File: src/rtl/bps_defs.vh
`ifndef BPS_DEFS_VH
`define BPS_DEFS_VH
// register byte offsets
`define BPS_OFF_CTRL     8'h00
`define BPS_OFF_STATUS   8'h04
`define BPS_OFF_IRQ      8'h08
`define BPS_OFF_MASK     8'h0C
// ctrl fields
`define BPS_CTRL_RUN     0
`define BPS_CTRL_RESET   32'h0000_0001
// status / irq bit positions
`define BPS_ST_SHUT      0
`define BPS_ST_OVLD      1
`define BPS_ST_THERM     2
`define BPS_ST_PGOOD     3
`define BPS_ST_SKIP      4
`define BPS_ST_SINK      5
`define BPS_IRQ_W        6
// timing counts in switching cycles
`define BPS_OVLD_WAIT    10'd512
`define BPS_HICCUP       15'd16384
// soft-start discharge hold in switching cycles
`define BPS_DISCH_MIN    4'd4
`endif

File: src/rtl/bps_sequencer.v
// Behaviour
// - the error amp reference is the lower of the internal reference and the soft-start node.
// - undervoltage lockout, enable below 1.21V or thermal shutdown stops all switching.
// - after a shutdown clears, switching waits until the soft-start node is discharged.
// - power-good pull-down releases once feedback lies within 94% to 104% of reference.
// - power-good pull-down asserts when feedback is below 92% or above 106%.
// - power-good is also pulled low under lockout, thermal, enable low or soft-start below 1.4V.
// - full duty is allowed while the bootstrap is healthy, else high-side off and low-side on.
// - overvoltage holds high-side off; turn-on is allowed again only at the next cycle start.
// - peak current reaching the reference ends the high-side pulse and turns low-side on.
// - low-side sourcing over limit at cycle end skips the next high-side pulse.
// - after a skip, high-side resumes only at a cycle start with sourcing below limit.
// - sinking over limit turns low-side off at once, both off until the next cycle.
// - overload over 512 cycles shuts down and restarts after a 16384 cycle hiccup.
// - over-temperature stops switching; on cooling a 16384 cycle hiccup precedes restart.
// - during pre-biased start the low-side may not sink until soft-start exceeds 1.4V.
`timescale 1ns/1ps
`include "bps_defs.vh"
module bps_sequencer (
    // clock and reset
    input  wire        aclk,
    input  wire        aresetn,
    // switching-cycle oscillator tick, asynchronous pin
    input  wire        cycle_start,
    // comparator flags, asynchronous pins
    input  wire        undervoltage_lockout,
    input  wire        enable_above_thresh,
    input  wire        thermal_hot,
    input  wire        thermal_cool,
    input  wire        fb_in_window,
    input  wire        fb_out_window,
    input  wire        overvoltage_guard,
    input  wire        boot_uv,
    input  wire        peak_current_trip,
    input  wire        ls_source_limit,
    input  wire        ls_sink_limit,
    input  wire        overload,
    input  wire        ss_above_1v4,
    input  wire        ss_at_ground,
    input  wire        ss_below_ref,
    // gate and analog controls
    output reg         hs_gate,
    output reg         ls_gate,
    output reg         ss_discharge,
    output reg         ref_sel_ss,
    output reg         ls_sink_allow,
    output reg         regulation_ok_output_o,
    output reg         regulation_ok_output_oe,
    // axi4-lite slave
    input  wire [7:0]  s_axi_awaddr,
    input  wire        s_axi_awvalid,
    output wire        s_axi_awready,
    input  wire [31:0] s_axi_wdata,
    input  wire [3:0]  s_axi_wstrb,
    input  wire        s_axi_wvalid,
    output wire        s_axi_wready,
    output reg  [1:0]  s_axi_bresp,
    output reg         s_axi_bvalid,
    input  wire        s_axi_bready,
    input  wire [7:0]  s_axi_araddr,
    input  wire        s_axi_arvalid,
    output wire        s_axi_arready,
    output reg  [31:0] s_axi_rdata,
    output reg  [1:0]  s_axi_rresp,
    output reg         s_axi_rvalid,
    input  wire        s_axi_rready,
    // interrupt
    output wire        irq
);
    localparam N_IN = 16;
    localparam ST_OFF    = 3'd0;
    localparam ST_DISCH  = 3'd1;
    localparam ST_RUN    = 3'd2;
    localparam ST_HICCUP = 3'd3;
    localparam ST_THERM  = 3'd4;

    wire [N_IN-1:0] raw_in = {ss_below_ref, ss_at_ground, ss_above_1v4, overload,
                              ls_sink_limit, ls_source_limit, peak_current_trip, boot_uv,
                              overvoltage_guard, fb_out_window, fb_in_window, thermal_cool,
                              thermal_hot, enable_above_thresh, undervoltage_lockout,
                              cycle_start};
    reg  [N_IN-1:0] sync1_q;
    reg  [N_IN-1:0] sync2_q;
    genvar gi;
    generate
        for (gi = 0; gi < N_IN; gi = gi + 1) begin : g_sync
            always @(posedge aclk) begin
                if (!aresetn) begin
                    sync1_q[gi] <= 1'b0;
                    sync2_q[gi] <= 1'b0;
                end else begin
                    sync1_q[gi] <= raw_in[gi];
                    sync2_q[gi] <= sync1_q[gi];
                end
            end
        end
    endgenerate

    wire s_cyc   = sync2_q[0];
    wire s_undervoltage_lockout  = sync2_q[1];
    wire s_en    = sync2_q[2];
    wire s_hot   = sync2_q[3];
    wire s_cool  = sync2_q[4];
    wire s_fbin  = sync2_q[5];
    wire s_fbout = sync2_q[6];
    wire s_ovp   = sync2_q[7];
    wire s_bootu = sync2_q[8];
    wire s_peak  = sync2_q[9];
    wire s_src   = sync2_q[10];
    wire s_sink  = sync2_q[11];
    wire s_ovld  = sync2_q[12];
    wire s_ss14  = sync2_q[13];
    wire s_ssgnd = sync2_q[14];
    wire s_sslow = sync2_q[15];

    reg         cyc_d1_q;
    wire        tick = s_cyc & ~cyc_d1_q;
    reg  [2:0]  state_q;
    reg  [2:0]  state_d;
    reg  [9:0]  ovld_cnt_q;
    reg  [14:0] hic_cnt_q;
    reg  [3:0]  dis_cnt_q;
    reg         therm_q;
    reg         skip_q;
    reg         sink_off_q;
    reg         ovp_hold_q;
    reg         hs_on_q;
    reg         pgood_q;
    reg  [31:0] ctrl_q;
    reg  [`BPS_IRQ_W-1:0] irq_q;
    reg  [`BPS_IRQ_W-1:0] mask_q;

    // a software stop acts like enable low
    wire shut_cause = s_undervoltage_lockout | ~s_en | therm_q | ~ctrl_q[`BPS_CTRL_RUN];
    wire ovld_trip  = (ovld_cnt_q == `BPS_OVLD_WAIT) & s_ovld & tick;

    always @* begin
        state_d = state_q;
        case (state_q)
            ST_OFF:    if (!shut_cause) state_d = ST_DISCH;
            ST_DISCH: begin
                if (shut_cause)
                    state_d = ST_OFF;
                else if (s_ssgnd && dis_cnt_q == `BPS_DISCH_MIN)
                    state_d = ST_RUN;
            end
            ST_RUN: begin
                if (shut_cause)
                    state_d = ST_OFF;
                else if (ovld_trip)
                    state_d = ST_HICCUP;
            end
            ST_HICCUP: begin
                if (shut_cause)
                    state_d = ST_OFF;
                else if (hic_cnt_q == `BPS_HICCUP)
                    state_d = ST_DISCH;
            end
            ST_THERM:  if (hic_cnt_q == `BPS_HICCUP) state_d = ST_OFF;
            default:   state_d = ST_OFF;
        endcase
        if (s_hot)
            state_d = ST_OFF;
        else if (therm_q && s_cool && state_q != ST_THERM)
            state_d = ST_THERM;
    end

    always @(posedge aclk) begin
        if (!aresetn) begin
            cyc_d1_q   <= 1'b0;
            state_q    <= ST_OFF;
            ovld_cnt_q <= 10'h000;
            hic_cnt_q  <= 15'h0000;
            dis_cnt_q  <= 4'h0;
            therm_q    <= 1'b0;
        end else begin
            cyc_d1_q <= s_cyc;
            state_q  <= state_d;
            if (s_hot)
                therm_q <= 1'b1;
            else if (state_q == ST_THERM && state_d == ST_OFF)
                therm_q <= 1'b0;
            if (state_q != ST_RUN || !s_ovld)
                ovld_cnt_q <= 10'h000;
            else if (tick && ovld_cnt_q != `BPS_OVLD_WAIT)
                ovld_cnt_q <= ovld_cnt_q + 10'h001;
            if (state_d != state_q)
                hic_cnt_q <= 15'h0000;
            else if (tick && (state_q == ST_HICCUP || state_q == ST_THERM)
                     && hic_cnt_q != `BPS_HICCUP)
                hic_cnt_q <= hic_cnt_q + 15'h0001;
            if (state_q != ST_DISCH || !s_ssgnd)
                dis_cnt_q <= 4'h0;
            else if (tick && dis_cnt_q != `BPS_DISCH_MIN)
                dis_cnt_q <= dis_cnt_q + 4'h1;
        end
    end

    // gate sequencing within each switching cycle
    wire run = (state_q == ST_RUN);
    always @(posedge aclk) begin
        if (!aresetn) begin
            hs_on_q    <= 1'b0;
            skip_q     <= 1'b0;
            sink_off_q <= 1'b0;
            ovp_hold_q <= 1'b0;
        end else if (!run) begin
            hs_on_q    <= 1'b0;
            skip_q     <= 1'b0;
            sink_off_q <= 1'b0;
            ovp_hold_q <= 1'b0;
        end else begin
            if (s_ovp)
                ovp_hold_q <= 1'b1;
            else if (tick)
                ovp_hold_q <= 1'b0;
            if (tick) begin
                sink_off_q <= 1'b0;
                skip_q     <= s_src;
                hs_on_q    <= ~s_src & ~s_ovp & ~s_bootu;
            end else begin
                // the hold keeps the high side off for the rest of a cycle that saw overvoltage
                if (s_peak || s_ovp || ovp_hold_q || s_bootu)
                    hs_on_q <= 1'b0;
                if (s_sink && !hs_on_q)
                    sink_off_q <= 1'b1;
            end
        end
    end

    // outputs
    always @(posedge aclk) begin
        if (!aresetn) begin
            hs_gate       <= 1'b0;
            ls_gate       <= 1'b0;
            ss_discharge  <= 1'b1;
            ref_sel_ss    <= 1'b1;
            ls_sink_allow <= 1'b0;
            pgood_q       <= 1'b0;
            regulation_ok_output_o  <= 1'b0;
            regulation_ok_output_oe <= 1'b1;
        end else begin
            hs_gate <= run & hs_on_q & ~s_ovp & ~s_peak;
            ls_gate <= run & ~hs_on_q & ~sink_off_q & ~(s_sink & ~s_ss14);
            ls_sink_allow <= run & s_ss14;
            ss_discharge  <= (state_q != ST_RUN);
            ref_sel_ss    <= s_sslow;
            if (shut_cause || !s_ss14 || state_q != ST_RUN)
                pgood_q <= 1'b0;
            else if (s_fbout)
                pgood_q <= 1'b0;
            else if (s_fbin)
                pgood_q <= 1'b1;
            regulation_ok_output_o  <= 1'b0;
            regulation_ok_output_oe <= ~pgood_q;
        end
    end

    // axi4-lite register slave
    reg aw_q;
    reg w_q;
    reg [7:0]  awaddr_q;
    reg [31:0] wdata_q;
    reg [3:0]  wstrb_q;
    assign s_axi_awready = ~aw_q & ~s_axi_bvalid;
    assign s_axi_wready  = ~w_q & ~s_axi_bvalid;
    assign s_axi_arready = ~s_axi_rvalid;
    wire [`BPS_IRQ_W-1:0] ev = {sink_off_q & run, skip_q & run, pgood_q,
                                state_q == ST_THERM, state_q == ST_HICCUP,
                                state_q == ST_OFF};
    reg  [`BPS_IRQ_W-1:0] ev_d1_q;
    wire [`BPS_IRQ_W-1:0] ev_rise = ev & ~ev_d1_q;
    wire rd_irq = s_axi_arvalid & s_axi_arready & (s_axi_araddr == `BPS_OFF_IRQ);
    wire do_wr  = aw_q & w_q & ~s_axi_bvalid;
    assign irq = |(irq_q & mask_q);

    function [31:0] merge;
        input [31:0] old;
        input [31:0] nw;
        input [3:0]  be;
        integer k;
        begin
            for (k = 0; k < 4; k = k + 1)
                merge[k*8 +: 8] = be[k] ? nw[k*8 +: 8] : old[k*8 +: 8];
        end
    endfunction
    wire [31:0] mask_wr = merge({26'h0, mask_q}, wdata_q, wstrb_q);

    always @(posedge aclk) begin
        if (!aresetn) begin
            aw_q <= 1'b0;
            w_q <= 1'b0;
            awaddr_q <= 8'h00;
            wdata_q <= 32'h0000_0000;
            wstrb_q <= 4'h0;
            s_axi_bvalid <= 1'b0;
            s_axi_bresp <= 2'b00;
            s_axi_rvalid <= 1'b0;
            s_axi_rresp <= 2'b00;
            s_axi_rdata <= 32'h0000_0000;
            ctrl_q <= `BPS_CTRL_RESET;
            mask_q <= {`BPS_IRQ_W{1'b0}};
            irq_q <= {`BPS_IRQ_W{1'b0}};
            ev_d1_q <= {`BPS_IRQ_W{1'b0}};
        end else begin
            ev_d1_q <= ev;
            // a new event wins over the clear by read
            irq_q <= (rd_irq ? {`BPS_IRQ_W{1'b0}} : irq_q) | ev_rise;
            if (s_axi_awvalid && s_axi_awready) begin
                aw_q <= 1'b1;
                awaddr_q <= s_axi_awaddr;
            end
            if (s_axi_wvalid && s_axi_wready) begin
                w_q <= 1'b1;
                wdata_q <= s_axi_wdata;
                wstrb_q <= s_axi_wstrb;
            end
            if (do_wr) begin
                aw_q <= 1'b0;
                w_q <= 1'b0;
                s_axi_bvalid <= 1'b1;
                s_axi_bresp <= 2'b00;
                case (awaddr_q)
                    `BPS_OFF_CTRL: ctrl_q <= merge(ctrl_q, wdata_q, wstrb_q) & 32'h0000_0001;
                    `BPS_OFF_MASK: mask_q <= mask_wr[`BPS_IRQ_W-1:0];
                    `BPS_OFF_STATUS, `BPS_OFF_IRQ: s_axi_bresp <= 2'b00;
                    default: s_axi_bresp <= 2'b10;
                endcase
            end else if (s_axi_bvalid && s_axi_bready) begin
                s_axi_bvalid <= 1'b0;
            end
            if (s_axi_arvalid && s_axi_arready) begin
                s_axi_rvalid <= 1'b1;
                s_axi_rresp <= 2'b00;
                case (s_axi_araddr)
                    `BPS_OFF_CTRL:   s_axi_rdata <= ctrl_q;
                    `BPS_OFF_STATUS: s_axi_rdata <= {26'h0, ev};
                    `BPS_OFF_IRQ:    s_axi_rdata <= {26'h0, irq_q};
                    `BPS_OFF_MASK:   s_axi_rdata <= {26'h0, mask_q};
                    default: begin
                        s_axi_rdata <= 32'h0000_0000;
                        s_axi_rresp <= 2'b10;
                    end
                endcase
            end else if (s_axi_rvalid && s_axi_rready) begin
                s_axi_rvalid <= 1'b0;
            end
        end
    end
endmodule // bps_sequencer
File: config.mk
export PLATFORM = sky130hd
export DESIGN_NAME = bps_sequencer
export DESIGN_NICKNAME = d
export VERILOG_FILES = /design/src/rtl/bps_sequencer.v
export VERILOG_INCLUDE_DIRS = /design/src /design/src/rtl
export SDC_FILE = /design/constraint.sdc
export NUM_CORES = 1
export LEC_CHECK = 0
export BUFFER_PORTS_ARGS = -buffer_cell sky130_fd_sc_hd__clkbuf_2
export CORE_AREA = 5 5 102 104
export DETAILED_ROUTE_END_ITERATION = 8
export DIE_AREA = 0 0 107 109
export GPL_ROUTABILITY_DRIVEN = 0
export PLACE_DENSITY = 0.91
export REMOVE_ABC_BUFFERS = 1
export SETUP_SLACK_MARGIN = 0.4
export SYNTH_ARGS = -nofsm -noshare
export SYNTH_HDL_FRONTEND = slang
export SYNTH_SLANG_ARGS = --single-unit
File: constraint.sdc
create_clock -name aclk -period 3.1 [get_ports aclk]
set_input_delay 0.465 -clock aclk [delete_from_list [all_inputs] [get_ports aclk]]
set_output_delay 0.465 -clock aclk [all_outputs]
set_load 0.02 [all_outputs]
=== Word-level counts from Yosys, hierarchy flattened ===
Index checks and enable logic that the tools add are counted.
Widths: inputs -> output; s select.

* Add/subtract/negate cells: 3
* Equal/unequal tests: 20
* Mux-type cells: 25
* Bitwise logic cells: 46
* Reduce and logical (&&, ||, !) cells: 47

{| class="wikitable"
|+ Operator list
! kind !! count
|-
| $eq 8x4->1 const B || 4
|-
| $mux 3 || 10
|-
| $pmux 6 s4 || 1
|-
| $and 1x1->1 || 21
|-
| $not 1->1 || 18
|-
| $eq 8x3->1 const B || 2
|-
| $logic_not 8->1 || 2
|-
| $add 15x1->15 const B || 1
|-
| $eq 15x15->1 const B || 1
|-
| $ne 15x15->1 const B || 1
|-
| $pmux 3 s5 || 1
|-
| $logic_and 1x1->1 || 14
|-
| $and 6x6->6 || 2
|-
| $add 10x1->10 const B || 1
|-
| $eq 10x10->1 const B || 1
|-
| $mux 1 || 10
|-
| $ne 10x10->1 const B || 1
|-
| $reduce_bool 2->1 || 5
|-
| $logic_or 1x1->1 || 8
|-
| $reduce_or 2->1 || 4
|-
| $reduce_or 4->1 || 2
|-
| $eq 3x2->1 const B || 2
|-
| $logic_not 3->1 || 2
|-
| $mux 6 || 1
|-
| 18 further kinds || 26
|}

* Bits in registers: 151
* Output and inout port bits: 49

=== Depth between registers and ports, before layout ===
Gate-level depths: netlist of run 1.

* Word-level depth: 12
* Gate-level depth with buffers: 8
* Gate-level depth less buffers: 7

=== Worst setup path after synthesis of run 1 ===
No wires, ideal clock.

* Kind: register -> register
* Start point: register dis_cnt_q[0]
* End point: register hic_cnt_q[6]
* Data arrival time: 1.709 ns
* Setup slack: 1.327 ns
* Stages on the path, launching flop included: 9
* Buffers on the path: 1
* Period minus slack after synthesis: 1.773 ns
* Cell sequence: dfxtp_1 > inv_1 > ha_1 > and3b_1 > a2111oi_0 > o221a_2 > o211ai_2 > buf_6 > nor2_1

* Longest elaborated chain between the ends: 9

{| class="wikitable"
|+ RTL lines
! what !! RTL line !! source
|-
| from (decl) || bps_sequencer.v:122 || <nowiki>reg [3:0] dis_cnt_q;</nowiki>
|-
| from (signal assigned) || bps_sequencer.v:195 || <nowiki>dis_cnt_q <= dis_cnt_q + 4'h1;</nowiki>
|-
| $eq 4x3->1 (no source line) || -- ||
|-
| $logic_and 1x1->1 (no source line) || -- ||
|-
| $mux 3 || bps_sequencer.v:144 || <nowiki>else if (s_ssgnd && dis_cnt_q == `BPS_DISCH_MIN)</nowiki>
|-
| $mux 3 || bps_sequencer.v:142 || <nowiki>if (shut_cause)</nowiki>
|-
| $pmux 3 s5 || bps_sequencer.v:139 || <nowiki>case (state_q)</nowiki>
|-
| $mux 3 || bps_sequencer.v:164 || <nowiki>else if (therm_q && s_cool && state_q != ST_THERM)</nowiki>
|-
| $mux 3 || bps_sequencer.v:162 || <nowiki>if (s_hot)</nowiki>
|-
| $ne 3x3->1 || bps_sequencer.v:187 || <nowiki>if (state_d != state_q)</nowiki>
|-
| $reduce_or 2->1 (no source line) || -- ||
|-
| to (signal assigned) || bps_sequencer.v:191 || <nowiki>hic_cnt_q <= hic_cnt_q + 15'h0001;</nowiki>
|-
| to (decl) || bps_sequencer.v:121 || <nowiki>reg [14:0] hic_cnt_q;</nowiki>
|}

No other way between the ends.
A chain may end at the register's enable or synchronous reset.

=== Worst setup path in the final report of run 1 ===
* Start point: register dis_cnt_q[0]
* End point: register hic_cnt_q[2]

The elaborated chain is that of the path after synthesis.

==> impl_metrics.csv, run 1 <==
group,metric,value,unit
run_status,status,"finished clean",
floorplanning,core,0.009459,mm²
hold_path,min_path_type,"primary input to flip-flop",
clocking,postCtsSetupRepairBufs,0,
critical_path,critPathBufInv,1,
route,via_count,3879,
finish,synthToLayoutAreaGrowth,17.15,%
logic_synthesis,yosysUniqueCellTypes,50,
global_route,grt_first_pass_wirelength,17520,µm
route,firstDrtPassIters,5,
logic_synthesis,post_synth_main_area_contributors,"dfxtp_1 (49%), and2_1 (5.6%), buf_4 (4.4%)",
critical_path,start_kind,"flip-flop",
route,ant_nets,0,
finish,fin_cells,728,
critical_path,cpPeakStageDelay,600,ps
floorplanning,dieArea,0.01166,mm²
timing,rsz0062_at_grt,"no",
logic_synthesis,yosys.area.top_type,"dfxtp_1",
finish,nets,682,
critical_path,crit_fanout,15,
floorplanning,rows,36,
logic_synthesis,postSynthAreaPerCell,9.370,µm²
global_route,grt_use_total,18.78,%
clocking,cts_tree,"built",
critical_path,slowest_stage,"a2111oi_0",
timing,tightest_slew,883.5,ps
global_route,grt_pass1_vias,3829,
finish,diodes,0,
critical_path,cp-startpoint,"dis_cnt_q[0]",
critical_path,reg2reg_from,"dis_cnt_q[0]",
logic_synthesis,synthFlopType,"dfxtp_1",
logic_synthesis,yosysTopAreaCellShare,49.21,%
floorplanning,die_h,109,µm
logic_synthesis,syn_inst,534,
floorplanning,initial_core_util,52.90,%
timing,finalMaxSlewViolations,0,
run,drv_cap,0,
route,drc,0,
placed_design,dp_hpwl,7109,µm
critical_path,critPathKind,"flip-flop to flip-flop",
route,vias_per_cell,5.328,
global_route,antenna_found_initial,0,
clocking,cts_buffer_depth,2,
finish,fillerInstances,717,
placed_design,dp_cells,696,
clocking,cts_hold_buffers,0,
timing,fin_crit,2361,ps
timing,slew_headroom,40.97,%
logic_synthesis,synth.yosys.warnings,0,
logic_synthesis,synth_seq_cells,123,
critical_path,arrival,2800,ps
global_route,grt_max_degree,52,
clocking,clk_latency,510,ps
pwr,vdd_drop_max,0.0003591,V
hold_path,min_from,"undervoltage_lockout",
global_route,grt_overflow,0,
timing,hold_viol,0,
timing,finClkSkew,7.193,ps
timing,finalSetupTns,0,ps
pwr,power.density,631.3,mW/mm²
timing,finalSetupViolations,0,
clocking,clkTransAtPathRegs,60,ps
clocking,post_cts_resize_count,0,
critical_path,path_cells,"inv_1, ha_1, and3b_1, a2111oi_0, o221a_2, o211ai_2, nor2_1",
route,first_iter_violations,332,
placed_design,port_buffers,65,
route,wl,10710,µm
logic_synthesis,synth-async-reset-ratio,0,%
finish,drive_gt1_share,17.26,%
critical_path,cp-end-kind,"flip-flop",
timing,timing.final.crit_share,76.16,%
clocking,cts_buffers,17,
clocking,clock-sinks,123,
clocking,htree_levels,4,
timing,max_freq,423.6,MHz
logic_synthesis,synth_edf_count,0,
clocking,cts-root-buf,"clkbuf_8",
logic_synthesis,ys_seq_area_share,49.21,%
route,post_drt_wl_per_cell,14.71,µm
floorplanning,io_pins,124,
floorplanning,die_width,107,µm
critical_path,critPathTopFamily,"compound AO/OA/AOI/OAI gates",
critical_path,cp.required,3540,ps
logic_synthesis,syn_area,0.005004,mm²
pwr,p_leak,2.387,nW
## cell usage after synthesis (12+ instances only)
master      n
dfxtp_1   123
nor2_1     53
nand2_1    49
and2_1     45
buf_4      29
mux2i_1    19
inv_1      18
a21oi_1    16
nor2b_1    16
xor2_1     15
clkbuf_1   13
a21boi_0   12
## layout by cell type, fill, tap and decap left out, types with 3 or more instances in the layout
master / instances
nor3_1: 10
xor2_1: 15
clkbuf_16: 16
ha_1: 6
clkinvlp_4: 3
nor4_1: 5
xnor2_1: 9
nor3b_1: 3
mux2i_1: 19
o211a_1: 3
clkinv_4: 4
nand3_1: 8
a22oi_1: 3
and3_1: 7
nand3b_1: 3
inv_1: 18
a21oi_1: 16
nand4_1: 9
o21ai_0: 11
clkbuf_2: 65
nand2b_1: 8
nor4b_1: 4
conb_1: 29
clkbuf_8: 4
nand2_1: 49
and2_1: 45
nor2b_1: 16
dfxtp_1: 123
nor2_1: 53
a22o_1: 5
and3b_1: 3
a21boi_0: 12
## cells by family (layout without fill, tap and decap cells)
family	after synthesis	after routing	synth area share, %
AND/OR/NAND/NOR	232	232	24.38
flip-flops	123	123	49.21
buffers and inverters	65	117	7.277
AO/OA/AOI/OAI	63	63	9.103
XOR/XNOR	24	24	4.201
multiplexers	20	20	4.251
adder cells (fa/ha/maj)	6	6	1.500
other	1	29	0.07495
## sequential cells by signal, summed over array words and instances (netlist names), 3 cells and up
signal       flops
mask_q           6
awaddr_q         8
state_q          3
dis_cnt_q        4
s_axi_rdata      6
sync1_q         16
irq_q            6
ovld_cnt_q      10
wdata_q          6
hic_cnt_q       15
ev_d1_q          6
## cell type report
cell class	count	area, µm²	share of cell area (%)
inverters	19	71.32	1.217
clock inverters	12	115.1	1.964
repair buffers	66	332.8	5.678
flip-flops and latches	123	2462	42.01
well taps	114	142.6	2.433
clock buffers	20	455.4	7.769
multi-input cells	374	2282	38.93
## worst paths after layout
kind	endpoint	slack [ps]	cells after the start
hold / removal	sync1_q[1]	160	2
hold reg to reg	pgood_q	390	1
setup / recovery	hic_cnt_q[2]	740	7
setup reg to reg	hic_cnt_q[2]	740	7
## power breakdown
group          internal, mW  switching, mW
logic                0.0771          0.127
clock network          1.13          0.713
registers              1.63         0.0247
## worst register-to-register path, delay by kind of cell, from the launching register on
family	cells	cell delay (ps)
AOI/OAI and AO/OA	3	1190
and+or+nand+nor	2	440
DFF	1	390
adders and majority gates	1	200
buffers and inverters	1	70
## routing by layer
metal	share of wire, %	global-route usage (%)
met3	6.4	5.151
met1	40	21.54
met2	50	32.24
met4	3.1	9.589
met5	0	0
## metrics by stage
| step | util, % | area [µm²] | setup slack [ps] | hold WS [ps] | power, mW |
|---|---|---|---|---|---|
| CTS | 61.97 | 5862 | 844.3 | 139.2 | 3.724 |
| global placement | 55.94 | 5291 | 1013 | 383.0 | 1.873 |
| global route | 61.97 | 5862 | 628.3 | 144.8 | 3.822 |
| floorplan | - | 4816 | 1314 | 374.3 | 1.808 |
| detailed placement | 55.94 | 5291 | 925.2 | 382.4 | 1.882 |
| finish | 61.97 | 5862 | 739.2 | 155.9 | 3.701 |
No activity file was read; power rests on OpenSTA's default activity.
==> run 2: changes to the inputs <==
--- a/config.mk
+++ b/config.mk
@@ -7,11 +7,11 @@
 export NUM_CORES = 1
 export LEC_CHECK = 0
 export BUFFER_PORTS_ARGS = -buffer_cell sky130_fd_sc_hd__clkbuf_2
-export CORE_AREA = 5 5 102 104
+export CORE_AREA = 5 5 104 106
 export DETAILED_ROUTE_END_ITERATION = 8
-export DIE_AREA = 0 0 107 109
+export DIE_AREA = 0 0 109 111
 export GPL_ROUTABILITY_DRIVEN = 0
-export PLACE_DENSITY = 0.91
+export PLACE_DENSITY = 0.89
 export REMOVE_ABC_BUFFERS = 1
 export SETUP_SLACK_MARGIN = 0.4
 export SYNTH_ARGS = -nofsm -noshare
==> constraint.sdc (replaced) <==
create_clock -name aclk -period 2.5 [get_ports aclk]
set_input_delay 0.375 -clock aclk [delete_from_list [all_inputs] [get_ports aclk]]
set_output_delay 0.375 -clock aclk [all_outputs]
set_load 0.02 [all_outputs]
==> run 2 against run 1 <==
Compared with the run above: non-clock buffer count rose by 4; largest cell class unchanged; sequential cell count did not move; final cell count rose by 3.0%; largest power group unchanged; setup slack got worse by 200 ps; fmax rose by 20%; register-to-register slack got worse by 200 ps; sequential share of layout area fell by 0.64 points; sequential power rose by 24%; design area rose by 1.6%; die area rose by 3.7%; clock skew rose by 1.0 ps.
==> impl_metrics.csv, run 2 (same netlist as run 1, synthesis figures left out) <==
group,metric,value,unit
run_status,status,"finished clean",
clocking,cts-root-buf,"clkbuf_8",
pwr,vdd_drop_max,0.0005784,V
finish,largest_registers,"sync1_q: 16 flops, hic_cnt_q: 15 flops, ovld_cnt_q: 10 flops",
pwr,p_int,3.707,mW
floorplanning,dieArea,0.01210,mm²
route,post_drt_wl_per_cell,13.95,µm
finish,nets,686,
critical_path,start_kind,"flip-flop",
critical_path,crit_fanout,15,
hold_path,min_path_type,"primary input to flip-flop",
finish,final_cell_mix,"dfxtp_1 (123), clkbuf_2 (65), nor2_1 (53)",
route,first_iter_violations,205,
finish,fin_cells,750,
route,firstDrtPassIters,4,
global_route,grt_first_pass_wirelength,17150,µm
global_route,grt_use_total,17.58,%
finish,top_register,"sync1_q",
floorplanning,initial_core_util,51.67,%
global_route,top_usage_layer,"met2",
finish,largest_reg_flops,16,
timing,finalMaxSlewViolations,0,
pwr,switching_share,21.65,%
global_route,met1_usage,20.57,%
timing,finalSetupTns,0,ps
timing,max_freq,509.9,MHz
placed_design,port_buffers,65,
route,wl,10470,µm
finish,synthToLayoutAreaGrowth,18.98,%
finish,diodes,0,
pwr,pwr-share-comb,5.3,%
global_route,antenna_found_initial,0,
critical_path,critPathKind,"flip-flop to flip-flop",
pwr,p_clk_share,51.4,%
timing,timing.final.crit_share,78.45,%
pwr,power.switching,1.024,mW
finish,final_common_cell,"dfxtp_1",
route,via_count,3797,
clocking,cts_buffers,17,
global_route,gr-usage-met3,4.892,%
floorplanning,io_pins,124,
global_route,grt_max_degree,76,
pwr,p_leak,2.417,nW
floorplanning,die_h,111,µm
placed_design,dp_hpwl,6933,µm
timing,rsz0062_at_grt,"no",
timing,finClkSkew,8.227,ps
finish,drive_gt1_share,17.50,%
placed_design,dp_cells,719,
critical_path,cp-end-kind,"flip-flop",
clocking,cts_tree,"built",
critical_path,arrival,2400,ps
timing,hold_viol,0,
critical_path,cp.required,2940,ps
pwr,power.density,794.7,mW/mm²
timing,tightest_slew,565.5,ps
pwr,p_total,4.731,mW
timing,holdWs,62.79,ps
clocking,clk_latency,510,ps
floorplanning,rows,36,
clocking,htree_levels,4,
clocking,cts_buffer_depth,2,
floorplanning,die_width,109,µm
global_route,grt_pass1_vias,3753,
pwr,p_seq_share,43.3,%
clocking,clock-sinks,123,
floorplanning,core,0.009684,mm²
run,drv_cap,0,
route,drc,0,
finish,multi_input_area,0.002291,mm²
finish,fillerInstances,746,
route,vias_per_cell,5.063,
clocking,postCtsSetupRepairBufs,0,
finish,regArea,0.002462,mm²
global_route,use_met2,30.06,%
timing,finalSetupViolations,0,
clocking,clkTransAtPathRegs,60,ps
route,ant_nets,0,
timing,slew_headroom,62.30,%
timing,fin_crit,1961,ps
global_route,grt_overflow,0,
==> run 2: cell types whose count changed in the layout (fill, tap and decap cells not counted) <==
cell / delta
buf_4: +4
clkbuf_1: +1
bufinv_16: +2
clkinv_4: -3
o211ai_2: -1
inv_6: -1
o211ai_4: +1
==> run 2: path summary, 6_finish.rpt <==
check               startpoint            to  slack [ps]  cells after the start
setup / recovery  dis_cnt_q[0]  hic_cnt_q[7]         540                      7
hold / removal    ss_below_ref   sync1_q[15]          60                      2
setup reg to reg  dis_cnt_q[0]  hic_cnt_q[7]         540                      7
hold reg to reg        s_fbout       pgood_q         390                      1
==> run 2: through the flow <==
| step | util [%] | cell area (µm²) | setup slack [ps] |
|---|---|---|---|
| after floorplan | - | 4816 | 714.4 |
| after global placement | 55.19 | 5345 | 550.3 |
| after detailed placement | 55.19 | 5345 | 423.7 |
| after CTS | 61.47 | 5953 | 514.2 |
| after global routing | 61.47 | 5953 | 413.2 |
| final | 61.47 | 5953 | 538.8 |
==> run 2: worst max-delay path, cell delays in order (launching register included) <==
cell	delay [ps]
dfxtp_1	400
inv_1	60
ha_1	200
and3b_1	210
a2111oi_0	380
o221a_2	280
o211ai_4	160
nor2_1	180
==> run 2: area by class of cell <==
class | instances | share of cell area (%)
clock inverters | 10 | 2.354
multi-input cells | 374 | 38.48
clock buffers | 21 | 7.713
flip-flops and latches | 123 | 41.36
inverters | 19 | 1.198
repair buffers | 70 | 6.095
well taps | 133 | 2.795
==> run 2: power by group through the flow <==
| stage | combinational [mW] | sequential (mW) | clock, mW |
|---|---|---|---|
| 2_1_floorplan | 0.155 | 2.09 | 0 |
| 6_report | 0.253 | 2.05 | 2.43 |
| 3_5_place_dp | 0.249 | 2.09 | 0 |
| 5_1_grt | 0.280 | 2.05 | 2.55 |
| 4_1_cts | 0.253 | 2.05 | 2.46 |
| 3_3_place_gp | 0.240 | 2.08 | 0 |
==> run 2: layer usage <==
metal	part of all wire, %	wire (µm)
met4	1.9	204
met3	5.1	535
met5	0	0
met1	42	4391
met2	51	5334
==> run 2: repair_timing <==
action                     in CTS  in global routing
setup endpoints to repair       1                  0
hold buffers                    0                  0
resized for setup               1                  0
==> run 3: changes to the inputs <==
==> constraint.sdc (replaced) <==
create_clock -name aclk -period 2 [get_ports aclk]
set_input_delay 0.3 -clock aclk [delete_from_list [all_inputs] [get_ports aclk]]
set_output_delay 0.3 -clock aclk [all_outputs]
set_load 0.02 [all_outputs]
==> run 3 against run 2 <==
Compared with the run above: the flow now finishes with violations (hold timing); critical path type unchanged; design area increased by 14%; clock power increased by 40%; routed wire length increased by 40%; critical endpoint is now hic_cnt_q[4]; register-to-register slack got worse by 400 ps; critical path depth unchanged.
==> impl_metrics.csv, run 3 (same netlist as run 1, synthesis figures left out) <==
group,metric,value,unit
run_status,status,"finished, violations left",
run_status,violations,"hold timing",
hold_path,min_from,"ss_above_1v4",
clocking,clock-sinks,123,
floorplanning,rows,36,
critical_path,reg2reg_from,"state_q[2]",
timing,finClkSkew,5.525,ps
finish,diodes,0,
route,firstDrtPassIters,5,
timing,timing.final.crit_share,93.08,%
critical_path,cpPeakStageDelay,350,ps
global_route,grt_max_degree,40,
timing,hold_viol,1,
finish,final_area,0.006766,mm²
pwr,vdd_drop_max,0.0005452,V
clocking,clk_latency,530,ps
timing,finalMaxSlewViolations,0,
placed_design,port_buffers,65,
critical_path,critPathTopFamily,"simple AND/OR/NAND/NOR gates",
timing,finalSetupTns,0,ps
floorplanning,io_pins,124,
pwr,power.density,937.1,mW/mm²
route,wl_met3,1083,µm
clocking,cts_buffers,17,
floorplanning,initial_core_util,51.67,%
clocking,cts-root-buf,"clkbuf_8",
global_route,grt_overflow,0,
route,post_drt_wl_per_cell,18.46,µm
route,first_iter_violations,345,
route,route.met2.wl,7471,µm
placed_design,dpl-instance-area,0.005390,mm²
critical_path,arrival,2260,ps
floorplanning,dieArea,0.01210,mm²
critical_path,cp-startpoint,"state_q[2]",
floorplanning,core,0.009684,mm²
critical_path,path_cells,"buf_6, nand3b_1, buf_4, a21oi_2, nand4_1, xor2_1, nor2_1",
floorplanning,die_width,109,µm
route,vias_per_cell,5.477,
route,highest_layer,"met4",
critical_path,start_kind,"flip-flop",
placed_design,dp_hpwl,6977,µm
pwr,p_total,6.341,mW
global_route,grt_pass1_vias,4379,
finish,top_register,"sync1_q",
timing,rsz0062_at_grt,"yes",
critical_path,cp.required,2400,ps
finish,nets,728,
route,wl,14640,µm
critical_path,slowest_stage,"a21oi_2",
global_route,antenna_found_initial,0,
finish,final_common_cell,"dfxtp_1",
route,drc,0,
finish,largest_registers,"sync1_q: 16 flops, hic_cnt_q: 15 flops, ovld_cnt_q: 10 flops",
timing,max_freq,537.2,MHz
global_route,grt_first_pass_wirelength,20670,µm
finish,largest_reg_flops,16,
timing,finalSetupViolations,0,
finish,synthToLayoutAreaGrowth,35.23,%
timing,fin_crit,1862,ps
hold_path,min_path_type,"primary input to flip-flop",
timing,holdWs,-4.015,ps
clocking,cts_buffer_depth,2,
route,ant_nets,0,
critical_path,critPathKind,"flip-flop to flip-flop",
clocking,clkTransAtPathRegs,60,ps
critical_path,crit_fanout,6,
run,drv_cap,0,
critical_path,cp-end-kind,"flip-flop",
finish,final_cell_mix,"dfxtp_1 (104), clkbuf_2 (64), nor2_1 (46), nand2_1 (46), and2_1 (45)",
route,via_count,4343,
floorplanning,die_h,111,µm
clocking,cts_tree,"built",
route,wl_met1,5262,µm
finish,drive_gt1_share,31.06,%
global_route,grt_use_total,21.49,%
clocking,htree_levels,4,
pwr,p_leak,2.764,nW
critical_path,critPathBufInv,2,
==> run 3: worst reg2reg max path: stages (launching register included) <==
cell	delay, ps
dfxtp_2	330
buf_6	130
nand3b_1	240
buf_4	200
a21oi_2	350
nand4_1	200
xor2_1	210
nor2_1	80
==> run 3: through the flow <==
stage	setup slack (ps)	util, %	std cells
floorplan	214.4	-	516
global placement	70.72	55.66	725
detailed placement	-34.44	55.66	725
CTS	189.9	67.05	784
global route	138.2	69.87	793
finish	138.4	69.87	793
==> run 3: final timing paths <==
kind | slack, ps | cells after the start | endpoint
worst min register to register | 400 | 1 | ref_sel_ss
worst min-delay path | -4 | 2 | sync1_q[13]
worst max register to register | 140 | 7 | hic_cnt_q[4]
worst max-delay path | 140 | 7 | hic_cnt_q[4]
==> run 3: timing repair <==
item	in CTS	in global routing
buffers inserted	10	9
pin swaps	26	23
hold buffers	16	0
gates resized for setup	53	52
setup endpoints to repair	39	45
hold endpoints to repair	16	0
gates cloned	1	0
==> run 3: area by class of cell <==
type | instances | area [µm²]
clock buffer | 20 | 445.4
clock inverter | 12 | 210.2
inverter | 19 | 81.33
fill | 616 | 2918
multi-input combinational | 375 | 2630
sequential | 123 | 2491
timing repair buffer | 111 | 742.0
tap | 133 | 166.4
==> run 3: power breakdown <==
| part | total (mW) | internal, mW | switching (mW) |
|---|---|---|---|
| logic | 0.390 | 0.163 | 0.227 |
| clock network | 3.39 | 2.23 | 1.15 |
| registers | 2.56 | 2.52 | 0.0449 |
==> run 3: layer usage <==
| metal | vias up | track usage (%) |
|---|---|---|
| met2 | 256 | 37.06 |
| met5 | - | 0 |
| met4 | 0 | 12.12 |
| met1 | 2036 | 24.01 |
| li1 | 1969 | - |
| met3 | 82 | 4.659 |
